==> config.mk <==
export PLATFORM = sky130hd
export DESIGN_NAME = wakeup_frame_filter
export DESIGN_NICKNAME = d
export VERILOG_FILES = /design/src/rtl/wake_filter_pkg.sv /design/src/rtl/wake_axil_regs.sv /design/src/rtl/wake_crc16_unit.sv /design/src/rtl/wakeup_frame_filter.sv
export SDC_FILE = /design/constraint.sdc
export NUM_CORES = 2
export LEC_CHECK = 0
export BUFFER_PORTS_ARGS = -buffer_cell sky130_fd_sc_hd__buf_2
export CAP_MARGIN = 0
export CELL_PAD_IN_SITES_DETAIL_PLACEMENT = 1
export CELL_PAD_IN_SITES_GLOBAL_PLACEMENT = 2
export CORE_AREA = 2 2 441 443
export DETAILED_ROUTE_END_ITERATION = 7
export DIE_AREA = 0 0 443 445
export PLACE_DENSITY = 0.89
export SYNTH_ARGS = -nofsm -noshare
export SYNTH_HDL_FRONTEND = slang
export SYNTH_HIERARCHICAL = 1
export SYNTH_SLANG_ARGS = --single-unit
==> constraint.sdc <==
create_clock -name aclk -period 5.9 [get_ports aclk]
set_input_delay 0.295 -clock aclk [delete_from_list [all_inputs] [get_ports aclk]]
set_output_delay 0.295 -clock aclk [all_outputs]
set_load 0.005 [all_outputs]
==> src/rtl/wake_filter_pkg.sv <==
// wake_filter_pkg: constants shared by the wakeup frame filter bank
// assumes: 32-bit AXI4-Lite register access, 8 filters
package wake_filter_pkg;
  localparam int NUM_FILTERS      = 8;
  localparam int MASK_BITS        = 128;
  localparam int MASK_WORDS       = 4;
  localparam int CMD_ENABLE_BIT   = 0;
  localparam int CMD_ATYPE_LO     = 2;
  localparam int CMD_ATYPE_HI     = 3;
  localparam logic [1:0] ATYPE_UNICAST   = 2'h0;
  localparam logic [1:0] ATYPE_MULTICAST = 2'h2;
  localparam int WCS_FRAME_EN_BIT   = 2;
  localparam int WCS_GLOBAL_UC_BIT  = 9;
  localparam int WCS_FRAME_SEEN_BIT = 6;
  // byte addresses
  localparam logic [7:0] ADDR_MASK_BASE   = 8'h00;
  localparam logic [7:0] ADDR_CMD_LO      = 8'h80;
  localparam logic [7:0] ADDR_CMD_HI      = 8'h84;
  localparam logic [7:0] ADDR_OFS_LO      = 8'h88;
  localparam logic [7:0] ADDR_OFS_HI      = 8'h8c;
  localparam logic [7:0] ADDR_CRC_BASE    = 8'h90;
  localparam logic [7:0] ADDR_WAKE_CTRL   = 8'ha0;
  localparam logic [31:0] WAKE_CTRL_RESET = 32'h0000_0000;
  localparam logic [15:0] CRC16_INIT      = 16'hffff;
  localparam logic [15:0] CRC16_POLY      = 16'h8005;
  localparam logic [1:0]  RESP_OKAY       = 2'h0;
  localparam logic [1:0]  RESP_SLVERR     = 2'h2;
endpackage : wake_filter_pkg

==> src/rtl/wake_axil_regs.sv <==
// wake_axil_regs: axi4-lite slave holding the filter set and wake control
// assumes: one outstanding write and one read, word aligned accesses
`timescale 1ns/1ns
`default_nettype none
module wake_axil_regs
  import wake_filter_pkg::*;
(
  input  wire logic          aclk,
  input  wire logic          aresetn,
  input  wire logic [7:0]    s_axi_awaddr,
  input  wire logic          s_axi_awvalid,
  output logic               s_axi_awready,
  input  wire logic [31:0]   s_axi_wdata,
  input  wire logic [3:0]    s_axi_wstrb,
  input  wire logic          s_axi_wvalid,
  output logic               s_axi_wready,
  output logic [1:0]         s_axi_bresp,
  output logic               s_axi_bvalid,
  input  wire logic          s_axi_bready,
  input  wire logic [7:0]    s_axi_araddr,
  input  wire logic          s_axi_arvalid,
  output logic               s_axi_arready,
  output logic [31:0]        s_axi_rdata,
  output logic [1:0]         s_axi_rresp,
  output logic               s_axi_rvalid,
  input  wire logic          s_axi_rready,
  input  wire logic          frame_seen_set,
  output logic [1023:0]      mask_flat,
  output logic [63:0]        cmd_flat,
  output logic [63:0]        ofs_flat,
  output logic [127:0]       crc_flat,
  output logic [31:0]        wake_ctrl
);
  logic [31:0] regs_reg [0:40];
  logic [31:0] regs_next [0:40];
  logic        aw_have_reg, aw_have_next, w_have_reg, w_have_next;
  logic [7:0]  aw_addr_reg, aw_addr_next;
  logic [31:0] w_data_reg, w_data_next;
  logic [3:0]  w_strb_reg, w_strb_next;
  logic        bvalid_reg, bvalid_next, rvalid_reg, rvalid_next;
  logic [1:0]  bresp_reg, bresp_next, rresp_reg, rresp_next;
  logic [31:0] rdata_reg, rdata_next;
  logic [5:0]  widx, ridx;

  assign s_axi_awready = !aw_have_reg && !bvalid_reg;
  assign s_axi_wready  = !w_have_reg && !bvalid_reg;
  assign s_axi_arready = !rvalid_reg;
  assign widx = aw_addr_reg[7:2];
  assign ridx = s_axi_araddr[7:2];

  always_comb begin
    for (int i = 0; i < 41; i++) begin
      regs_next[i] = regs_reg[i];
    end
    aw_have_next = aw_have_reg;
    w_have_next  = w_have_reg;
    aw_addr_next = aw_addr_reg;
    w_data_next  = w_data_reg;
    w_strb_next  = w_strb_reg;
    bvalid_next  = bvalid_reg && !s_axi_bready;
    bresp_next   = bresp_reg;
    rvalid_next  = rvalid_reg && !s_axi_rready;
    rresp_next   = rresp_reg;
    rdata_next   = rdata_reg;
    if (s_axi_awvalid && s_axi_awready) begin
      aw_have_next = 1'b1;
      aw_addr_next = s_axi_awaddr;
    end
    if (s_axi_wvalid && s_axi_wready) begin
      w_have_next = 1'b1;
      w_data_next = s_axi_wdata;
      w_strb_next = s_axi_wstrb;
    end
    if (aw_have_reg && w_have_reg) begin
      aw_have_next = 1'b0;
      w_have_next  = 1'b0;
      bvalid_next  = 1'b1;
      bresp_next   = RESP_SLVERR;
      if (widx <= ADDR_WAKE_CTRL[7:2]) begin
        bresp_next = RESP_OKAY;
        for (int b = 0; b < 4; b++) begin
          if (w_strb_reg[b]) begin
            regs_next[widx][8*b +: 8] = w_data_reg[8*b +: 8];
          end
        end
      end
    end
    // hardware set wins over a software write
    if (frame_seen_set) begin
      regs_next[ADDR_WAKE_CTRL[7:2]][WCS_FRAME_SEEN_BIT] = 1'b1;
    end
    if (s_axi_arvalid && s_axi_arready) begin
      rvalid_next = 1'b1;
      rresp_next  = (ridx <= ADDR_WAKE_CTRL[7:2]) ? RESP_OKAY : RESP_SLVERR;
      rdata_next  = (ridx <= ADDR_WAKE_CTRL[7:2]) ? regs_reg[ridx] : 32'h0000_0000;
    end
  end

  always_ff @(posedge aclk) begin
    if (!aresetn) begin
      for (int i = 0; i < 41; i++) begin
        regs_reg[i] <= WAKE_CTRL_RESET;
      end
      aw_have_reg <= 1'b0;
      w_have_reg  <= 1'b0;
      aw_addr_reg <= 8'h00;
      w_data_reg  <= 32'h0000_0000;
      w_strb_reg  <= 4'h0;
      bvalid_reg  <= 1'b0;
      bresp_reg   <= RESP_OKAY;
      rvalid_reg  <= 1'b0;
      rresp_reg   <= RESP_OKAY;
      rdata_reg   <= 32'h0000_0000;
    end else begin
      for (int i = 0; i < 41; i++) begin
        regs_reg[i] <= regs_next[i];
      end
      aw_have_reg <= aw_have_next;
      w_have_reg  <= w_have_next;
      aw_addr_reg <= aw_addr_next;
      w_data_reg  <= w_data_next;
      w_strb_reg  <= w_strb_next;
      bvalid_reg  <= bvalid_next;
      bresp_reg   <= bresp_next;
      rvalid_reg  <= rvalid_next;
      rresp_reg   <= rresp_next;
      rdata_reg   <= rdata_next;
    end
  end

  assign s_axi_bvalid = bvalid_reg;
  assign s_axi_bresp  = bresp_reg;
  assign s_axi_rvalid = rvalid_reg;
  assign s_axi_rresp  = rresp_reg;
  assign s_axi_rdata  = rdata_reg;

  genvar g;
  generate
    for (g = 0; g < 32; g++) begin : g_mask
      assign mask_flat[32*g +: 32] = regs_reg[g];
    end
  endgenerate
  assign cmd_flat  = {regs_reg[33], regs_reg[32]};
  assign ofs_flat  = {regs_reg[35], regs_reg[34]};
  assign crc_flat  = {regs_reg[39], regs_reg[38], regs_reg[37], regs_reg[36]};
  assign wake_ctrl = regs_reg[40];
endmodule : wake_axil_regs
`default_nettype wire

==> src/rtl/wake_crc16_unit.sv <==
// wake_crc16_unit: one filter's byte select and crc-16 accumulation
// assumes: byte_valid pulses once per frame byte, frame_start clears state
`timescale 1ns/1ns
`default_nettype none
module wake_crc16_unit
  import wake_filter_pkg::*;
(
  input  wire logic         aclk,
  input  wire logic         aresetn,
  input  wire logic         frame_start,
  input  wire logic         byte_valid,
  input  wire logic [7:0]   byte_data,
  input  wire logic [10:0]  byte_index,
  input  wire logic [7:0]   start_offset,
  input  wire logic [127:0] byte_mask,
  output logic      [15:0]  crc_value
);
  logic [15:0] crc_reg;
  logic [15:0] crc_next;
  logic [11:0] rel;
  logic        take;

  always_comb begin
    rel  = {1'b0, byte_index} - {4'h0, start_offset};
    take = 1'b0;
    if (byte_index >= {3'h0, start_offset} && rel < 12'(MASK_BITS)) begin
      take = byte_mask[rel[6:0]];
    end
  end

  always_comb begin
    crc_next = crc_reg;
    if (frame_start) begin
      crc_next = CRC16_INIT;
    end else if (byte_valid && take) begin
      for (int b = 0; b < 8; b++) begin
        if (crc_next[15] ^ byte_data[b]) begin
          crc_next = {crc_next[14:0], 1'b0} ^ CRC16_POLY;
        end else begin
          crc_next = {crc_next[14:0], 1'b0};
        end
      end
    end
  end

  always_ff @(posedge aclk) begin
    if (!aresetn) begin
      crc_reg <= CRC16_INIT;
    end else begin
      crc_reg <= crc_next;
    end
  end

  assign crc_value = crc_reg;
endmodule : wake_crc16_unit
`default_nettype wire

==> src/rtl/wakeup_frame_filter.sv <==
// wakeup_frame_filter: wake frame crc filter bank in the receive path
// assumes: rx bytes arrive from the mac receive path with start/end
// marks and frame classification valid at rx_end
//
// Functional notes
// - masked bytes feed the filter crc
// - mask built from four words, lsb first
// - address type 00 unicast, 10 multicast, x1 any
// - command bit 0 enables the filter
// - eight-bit offset counts from destination address
// - match only when crc equals expected value
// - wake only with enable and qualifying case
// - broadcast match always wakes when enabled
// - global unicast enable wakes unicast matches
// - receive-filter-passed frames qualify by address type
`timescale 1ns/1ns
`default_nettype none
module wakeup_frame_filter
  import wake_filter_pkg::*;
(
  input  wire logic        aclk,
  input  wire logic        aresetn,
  input  wire logic [7:0]  s_axi_awaddr,
  input  wire logic        s_axi_awvalid,
  output logic             s_axi_awready,
  input  wire logic [31:0] s_axi_wdata,
  input  wire logic [3:0]  s_axi_wstrb,
  input  wire logic        s_axi_wvalid,
  output logic             s_axi_wready,
  output logic [1:0]       s_axi_bresp,
  output logic             s_axi_bvalid,
  input  wire logic        s_axi_bready,
  input  wire logic [7:0]  s_axi_araddr,
  input  wire logic        s_axi_arvalid,
  output logic             s_axi_arready,
  output logic [31:0]      s_axi_rdata,
  output logic [1:0]       s_axi_rresp,
  output logic             s_axi_rvalid,
  input  wire logic        s_axi_rready,
  input  wire logic        rx_start,
  input  wire logic        rx_valid,
  input  wire logic [7:0]  rx_data,
  input  wire logic        rx_end,
  input  wire logic        rx_broadcast,
  input  wire logic        rx_multicast,
  input  wire logic        rx_unicast,
  input  wire logic        rx_filter_pass,
  output logic             wake_pulse,
  output logic [7:0]       filter_hit
);
  logic [1023:0] mask_flat;
  logic [63:0]   cmd_flat;
  logic [63:0]   ofs_flat;
  logic [127:0]  crc_flat;
  logic [31:0]   wake_ctrl;
  logic [10:0]   index_reg, index_next;
  logic          check_reg, check_next;
  logic          bc_reg, mc_reg, uc_reg, pass_reg;
  logic          bc_next, mc_next, uc_next, pass_next;
  logic          wake_reg, wake_next;
  logic [7:0]    hit_reg, hit_next;
  logic [7:0]    qualify;
  logic [15:0]   crc_val [0:NUM_FILTERS-1];

  wake_axil_regs u_regs (
    .aclk           (aclk),
    .aresetn        (aresetn),
    .s_axi_awaddr   (s_axi_awaddr),
    .s_axi_awvalid  (s_axi_awvalid),
    .s_axi_awready  (s_axi_awready),
    .s_axi_wdata    (s_axi_wdata),
    .s_axi_wstrb    (s_axi_wstrb),
    .s_axi_wvalid   (s_axi_wvalid),
    .s_axi_wready   (s_axi_wready),
    .s_axi_bresp    (s_axi_bresp),
    .s_axi_bvalid   (s_axi_bvalid),
    .s_axi_bready   (s_axi_bready),
    .s_axi_araddr   (s_axi_araddr),
    .s_axi_arvalid  (s_axi_arvalid),
    .s_axi_arready  (s_axi_arready),
    .s_axi_rdata    (s_axi_rdata),
    .s_axi_rresp    (s_axi_rresp),
    .s_axi_rvalid   (s_axi_rvalid),
    .s_axi_rready   (s_axi_rready),
    .frame_seen_set (wake_reg),
    .mask_flat      (mask_flat),
    .cmd_flat       (cmd_flat),
    .ofs_flat       (ofs_flat),
    .crc_flat       (crc_flat),
    .wake_ctrl      (wake_ctrl)
  );

  ////////////////////////////////////////////////////////////////////////
  // frame byte position and end-of-frame classification capture
  always_comb begin
    index_next = index_reg;
    check_next = 1'b0;
    bc_next    = bc_reg;
    mc_next    = mc_reg;
    uc_next    = uc_reg;
    pass_next  = pass_reg;
    if (rx_start) begin
      index_next = 11'h000;
    end else if (rx_valid && index_reg != 11'h7ff) begin
      index_next = index_reg + 11'h001;
    end
    if (rx_end) begin
      check_next = 1'b1;
      bc_next    = rx_broadcast;
      mc_next    = rx_multicast;
      uc_next    = rx_unicast;
      pass_next  = rx_filter_pass;
    end
  end

  always_ff @(posedge aclk) begin
    if (!aresetn) begin
      index_reg <= 11'h000;
      check_reg <= 1'b0;
      bc_reg    <= 1'b0;
      mc_reg    <= 1'b0;
      uc_reg    <= 1'b0;
      pass_reg  <= 1'b0;
    end else begin
      index_reg <= index_next;
      check_reg <= check_next;
      bc_reg    <= bc_next;
      mc_reg    <= mc_next;
      uc_reg    <= uc_next;
      pass_reg  <= pass_next;
    end
  end

  ////////////////////////////////////////////////////////////////////////
  // per-filter crc engines and qualification
  genvar f;
  generate
    for (f = 0; f < NUM_FILTERS; f++) begin : g_filt
      logic [3:0]  cmd;
      logic [1:0]  atype;
      logic        crc_ok;
      wake_crc16_unit u_crc (
        .aclk         (aclk),
        .aresetn      (aresetn),
        .frame_start  (rx_start),
        .byte_valid   (rx_valid && !rx_start),
        .byte_data    (rx_data),
        .byte_index   (index_reg),
        .start_offset (ofs_flat[8*f +: 8]),
        .byte_mask    (mask_flat[128*f +: 128]),
        .crc_value    (crc_val[f])
      );
      assign cmd    = cmd_flat[8*f +: 4];
      assign atype  = cmd[CMD_ATYPE_HI:CMD_ATYPE_LO];
      assign crc_ok = crc_val[f] == crc_flat[16*f +: 16];
      assign qualify[f] = cmd[CMD_ENABLE_BIT] && crc_ok && (
        (bc_reg && !mc_reg && !uc_reg) ||
        (wake_ctrl[WCS_GLOBAL_UC_BIT] && uc_reg && !bc_reg && !mc_reg) ||
        (pass_reg && atype == ATYPE_MULTICAST && mc_reg && !bc_reg && !uc_reg) ||
        (pass_reg && atype == ATYPE_UNICAST && uc_reg && !bc_reg && !mc_reg) ||
        (pass_reg && atype[0]));
    end
  endgenerate

  ////////////////////////////////////////////////////////////////////////
  // wake event
  always_comb begin
    wake_next = 1'b0;
    hit_next  = hit_reg;
    if (check_reg && wake_ctrl[WCS_FRAME_EN_BIT]) begin
      wake_next = |qualify;
      if (|qualify) begin
        hit_next = qualify;
      end
    end
  end

  always_ff @(posedge aclk) begin
    if (!aresetn) begin
      wake_reg <= 1'b0;
      hit_reg  <= 8'h00;
    end else begin
      wake_reg <= wake_next;
      hit_reg  <= hit_next;
    end
  end

  assign wake_pulse = wake_reg;
  assign filter_hit = hit_reg;
endmodule : wakeup_frame_filter
`default_nettype wire

=== Word-level counts from Yosys, hierarchy flattened ===
Memories as Yosys holds them, arrays and structs flattened.
Index checks and enable logic that the tools add are counted.

* Bits in registers: 237
* RAM bits: 1312
* Output and inout bits: 50
* Memories kept: 1
* Logic and storage cells: 695
* Input bits: 74

{| class="wikitable"
|+ Memory list
! name !! words !! bits a word !! read ports !! clocked after memory_dff !! wr ports !! RTL line !! source
|-
| u_regs.regs_reg || 41 || 32 || 42 || 0 || 41 || wake_axil_regs.sv:34 || <nowiki>logic [31:0] regs_reg [0:40];</nowiki>
|}

* Reduce and logical (&&, ||, !) cells: 169
* Eq/ne operators: 17
* Bitwise logic cells: 171
* Order comparisons: 28
* Multiplexer cells: 274
* $add $sub $neg: 9

{| class="wikitable"
|+ Operators by type and width
! operator !! number
|-
| $mux 1312 || 12
|-
| $bwmux 1312 || 4
|-
| $mux 16 || 177
|-
| $mux 32 || 43
|-
| $demux 32 s6 || 4
|-
| $not 3->3 || 64
|-
| $eq 16x16->1 || 8
|-
| $logic_and 1x1->1 || 121
|-
| $lt 12x8->1 const B || 8
|-
| $sub 11x8->12 || 8
|-
| $ge 11x8->1 || 8
|-
| $lt 7x8->1 const B || 8
|-
| $xor 1x1->1 || 64
|-
| $bmux 1 s7 || 8
|-
| $or 1x1->1 || 41
|-
| $logic_or 1x1->1 || 25
|-
| $mux 24 || 1
|-
| $mux 1 || 22
|-
| $eq 2x2->1 const B || 8
|-
| $logic_not 2->1 || 8
|-
| $le 6x6->1 const B || 2
|-
| $add 11x1->11 const B || 1
|-
| $ne 11x11->1 const B || 1
|-
| $logic_not 1->1 || 10
|-
| 9 further kinds || 12
|}

=== Depth between registers and ports, before layout ===
An unclocked memory read counts as a cell.

* Depth after elaboration: 34
* Mapped depth: 14
* Depth with buffers taken out: 12

=== Modules after synthesis ===
Netlist, hierarchy kept.

{| class="wikitable"
|+ By module, submodules not included
! module !! cells each !! seq. area each (um2) !! area an instance (um2) !! instances
|-
| wake_axil_regs || 6874 || 27866.7 || 64320.4 || 1
|-
| wake_crc16_unit || 236 || 320.3 || 2384.8 || 8
|-
| wakeup_frame_filter || 328 || 500.5 || 2780.2 || 1
|}

=== Worst setup path after synthesis ===
No wires, ideal clock.

* Path kind: register to register
* From: register index_reg[1]
* To: register g_filt[0].u_crc.crc_reg[2]
* Buffers on the path: 2
* Cell stages (with the launch flop): 12
* Data required time: 5.778 ns
* Clock period less this slack: 3.325 ns
* Slack: 2.575 ns
* Setup time: 0.122 ns
* Data arrival time: 3.203 ns
* Cell sequence: dfxtp_1 ha_1 nor2b_1 o21a_1 or3_1 buf_1 nand2_1 mux4_2 a32oi_2 nand3_4 buf_6 mux2i_1

* Cells in the longest elaborated chain, start to end: 5
* Elaborated cells between the ends (all ways): 8
* Classes of those cells: add/sub (1); order compare (2); mux (3); reduce/logical (2)

{| class="wikitable"
|+ RTL lines
! what !! RTL line !! source
|-
| start: declaration || wakeup_frame_filter.sv:56 || <nowiki>logic [10:0] index_reg, index_next;</nowiki>
|-
| start signal: assignment || wakeup_frame_filter.sv:125 || <nowiki>index_reg <= index_next;</nowiki>
|-
| $sub 11x8->12 || wake_crc16_unit.sv:24 || <nowiki>rel = {1'b0, byte_index} - {4'h0, start_offset};</nowiki>
|-
| $bmux 1 s7 or $lt 12x8->1 (tied branches) || wake_crc16_unit.sv:27, wake_crc16_unit.sv:26 ||
|-
| $mux 1 (implied by the code) or $logic_and 1x1->1 (tied branches) || wake_crc16_unit.sv:27, wake_crc16_unit.sv:26 ||
|-
| $mux 1 * || wake_crc16_unit.sv:26 || <nowiki>if (byte_index >= {3'h0, start_offset} && rel < 12'(MASK_BITS)) begin</nowiki>
|-
| $logic_and 1x1->1 * || wake_crc16_unit.sv:35 || <nowiki>end else if (byte_valid && take) begin</nowiki>
|-
| end signal: assignment || wake_crc16_unit.sv:50 || <nowiki>crc_reg <= crc_next;</nowiki>
|-
| end: declaration || wake_crc16_unit.sv:18 || <nowiki>logic [15:0] crc_reg;</nowiki>
|}

Mark *: on every way between the ends. The rest lies on a longest branch, timed or not. The select of a mux whose other input is x is not followed.
A chain may end at the register's enable or synchronous reset.

=== Final worst setup path ===
* From: register index_reg[1]
* To: register g_filt[2].u_crc.crc_reg[3]

* Cells in the longest elaborated chain, start to end: 5
* Elaborated cells between the ends (all ways): 8
* Classes of those cells: add/sub (1); order compare (2); mux (3); reduce/logical (2)

{| class="wikitable"
|+ RTL lines
! what !! RTL line
|-
| $sub 11x8->12 || wake_crc16_unit.sv:24
|-
| $bmux 1 s7 or $lt 12x8->1 (tied branches) || wake_crc16_unit.sv:27, wake_crc16_unit.sv:26
|-
| $mux 1 (implied by the code) or $logic_and 1x1->1 (tied branches) || wake_crc16_unit.sv:27, wake_crc16_unit.sv:26
|-
| $mux 1 * || wake_crc16_unit.sv:26
|-
| $logic_and 1x1->1 * || wake_crc16_unit.sv:35
|-
| end signal: assignment || wake_crc16_unit.sv:50
|-
| end: declaration || wake_crc16_unit.sv:18
|}

Marks and branches as above.

==> results.ini <==
[synthesis]
synthXorXnorAreaFrac=0.0342
syn_inst=9090
ys_top_cells_by_count=dfxtp_1 (1545), nand2_1 (1213), a21boi_0 (960)
postSynthAreaPerCell_um2=9.48
synthAdderAreaFrac=0.0113
async_flop_share=0
synthesis.area_um2=86200
synth_top_family_by_area=multiplexers
ys_types=84
synth_largest_area_cell=dfxtp_1
synth_edf_count=0
yosys_warnings=6
synth_compound_area_frac=0.158
synth_top_cell_area_share=0.359
synth-simple-area-share=0.171
netlist_top_cells_area=dfxtp_1 (36%), mux4_2 (14%), a21boi_0 (8.4%)
synth_most_common_cell=dfxtp_1
synth_mux_area_frac=0.223
yosysSeqAreaShare=0.359
synth_seq_cells=1545
ys.flop_type=dfxtp_1

[run_status]
status=finished clean

[cts]
ctsRootBufferMaster=clkbuf_16
cts_sinks=1545
clock_path_buffers=3
cts_setup_buffers=0
cts_resized=0
cts_tree=yes
h-tree-depth=4
cts_made_buffers=176
clock_latency_ns=0.87
clk_pin_slew_ns=0.06
postCtsHoldBufs=58

[floorplan]
dieArea_um2=197000
fp.dieW_um=443
boundaryPins=124
core_um2=192000
start_util=0.449
rows=161
die_y_um=445

[setup_path]
startpoint=index_reg[1]
r2r_end=g_filt[2].u_crc/crc_value[3]
arrival_ns=5.49
endpoint_kind=flop
worstSetupPathType=reg2reg
crit_end=g_filt[2].u_crc/crc_value[3]
critPathRequiredTime_ns=6.65
cp_max_fo=16
start_kind=flop
reg2reg_from=index_reg[1]
rrSetupSlack_ns=1.16
ff2ff_path_depth=10

[power]
clkPwrFrac=0.474
comb_power_share=0.085
p_total_mw=24.0
swShare=0.265
ir_worst_vdd_mv=0.223
switching_power_mw=6.35
p_leak_nw=32.0
intPower_mw=17.6
p_per_area_nw_per_um2=253
p_seq_frac=0.441

[sta]
max_freq_ghz=0.211
slew_headroom=0.0802
worst_pin_slew_ns=1.38
min_period_ns=4.74
finalHoldViolations=0
finClkSkew_ns=0.0541
rsz0062_at_grt=no
setup-tns-final_ns=0
setup-violations-final=0
slew_viol_final=0
finalCritPeriodShare=0.803

[detailed_routing]
ant_nets=0
vias_per_cell=6.65
dr.pass1.iters=6
drcViolationCount=0
wl_per_cell_um=33.3
routed_wl_um=383000
vias=76500
drt_iter0_markers=10100

[global_route]
grt_pass1_vias=76000
grt_start_max_net_pins=203
grt_antenna_before_repair=36
overflow=0
track_usage=0.377
grt_pass1_wl_um=545000

[placement]
dp_hpwl_um=264000
place.port_buffers=117
routabilityCongestion=1.01

[finish]
layout.nets=8967
fillers=21300
syn2layout_area_growth_pct=9.98
drive_gt1_frac=0.156

[flow_run]
maxCapViolations=0

[worst_hold_path]
hp-class=in2reg

how the worst min path moves through the flow:
| stage | start | to | slack, ns | cells past startpoint |
|---|---|---|---|---|
| final | s_axi_awvalid | u_regs/aw_have_reg | 0.08 | 3 |
| after global routing | s_axi_awvalid | u_regs/aw_have_reg | 0.11 | 3 |
| after CTS | s_axi_awvalid | u_regs/aw_have_reg | 0.05 | 3 |
| after detailed placement | flop | flop | 0.46 | 2 |
| after global placement | flop | flop | 0.45 | 2 |
| after floorplan | s_axi_arvalid | u_regs/s_axi_rvalid | 0.43 | 1 |
per-layer routing:
metal / share of wire / vias up / GRT usage / routed length [µm]
li1: - / 32200 / - / -
met1: 0.38 / 38600 / 0.472 / 145000
met2: 0.43 / 4424 / 0.564 / 164000
met3: 0.10 / 1204 / 0.0821 / 38100
met4: 0.093 / 12 / 0.299 / 35700
met5: 0.00021 / - / 0 / 79
power groups by stage:
stage               clock network [mW]  logic, mW  registers, mW
finish                            11.4       2.04           10.6
global route                      11.8       2.07           10.6
CTS                               11.4       1.97           10.6
detailed placement                   0       1.93           10.8
global placement                     0       1.90           10.8
floorplan                            0       1.22           10.7
final cells by class:
type                            count  area, µm²  share of cell area
Clock inverter                     65        729             0.00770
Multi-Input combinational cell   6663      51700               0.546
Clock buffer                      257       5160              0.0545
Sequential cell                  1545      31000               0.327
Timing Repair Buffer              348       2690              0.0284
Inverter                           86        323             0.00341
Antenna cell                       12       30.0            0.000317
Tap cell                         2526       3160              0.0333
layout by cell type, fill, tap and decap left out, types with 85 or more instances in the layout:
master     instances
xnor2_1          156
mux2i_1          644
buf_2            113
a21boi_0         960
buf_4            158
dfxtp_1         1512
mux4_2           527
nor2b_1          349
o21ai_0          549
xor2_1           181
nand3_1          782
nand2_1         1213
nor2_1           328
inv_1             85
clkbuf_16        178
worst max-delay path, stage by stage, from the launching register on:
cell and delay, ns:
dfxtp_1 1.13, buf_4 0.30, ha_1 0.23, nor2b_1 0.14, o21a_1 0.17, o21ai_0 0.62, nand2_1 0.36, mux4_2 0.59
a32oi_2 0.26, nand3_4 0.42, mux2i_1 0.32
logic make-up (layout without fill, tap and decap cells):
logic type,Yosys count,in the layout
flip-flops,1545,1545
AO/OA/AOI/OAI,1962,1962
XOR/XNOR,337,337
buffers and inverters,883,756
adder cells (fa/ha/maj),73,73
multiplexers,1251,1251
AND/OR/NAND/NOR,3038,3038
other,1,14
metrics by stage:
stage	util	hold slack [ns]	instances	area (µm²)	worst slack, ns
4_1_cts	0.494	0.0455	11500	94700	1.34
3_3_place_gp	0.460	0.449	11100	88300	1.53
5_1_grt	0.494	0.109	11500	94800	1.16
2_1_floorplan	-	0.433	9091	86200	2.57
6_report	0.494	0.0760	11500	94800	1.16
3_5_place_dp	0.460	0.456	11100	88300	1.35
Note: power is estimated with default switching activity, not from simulation.
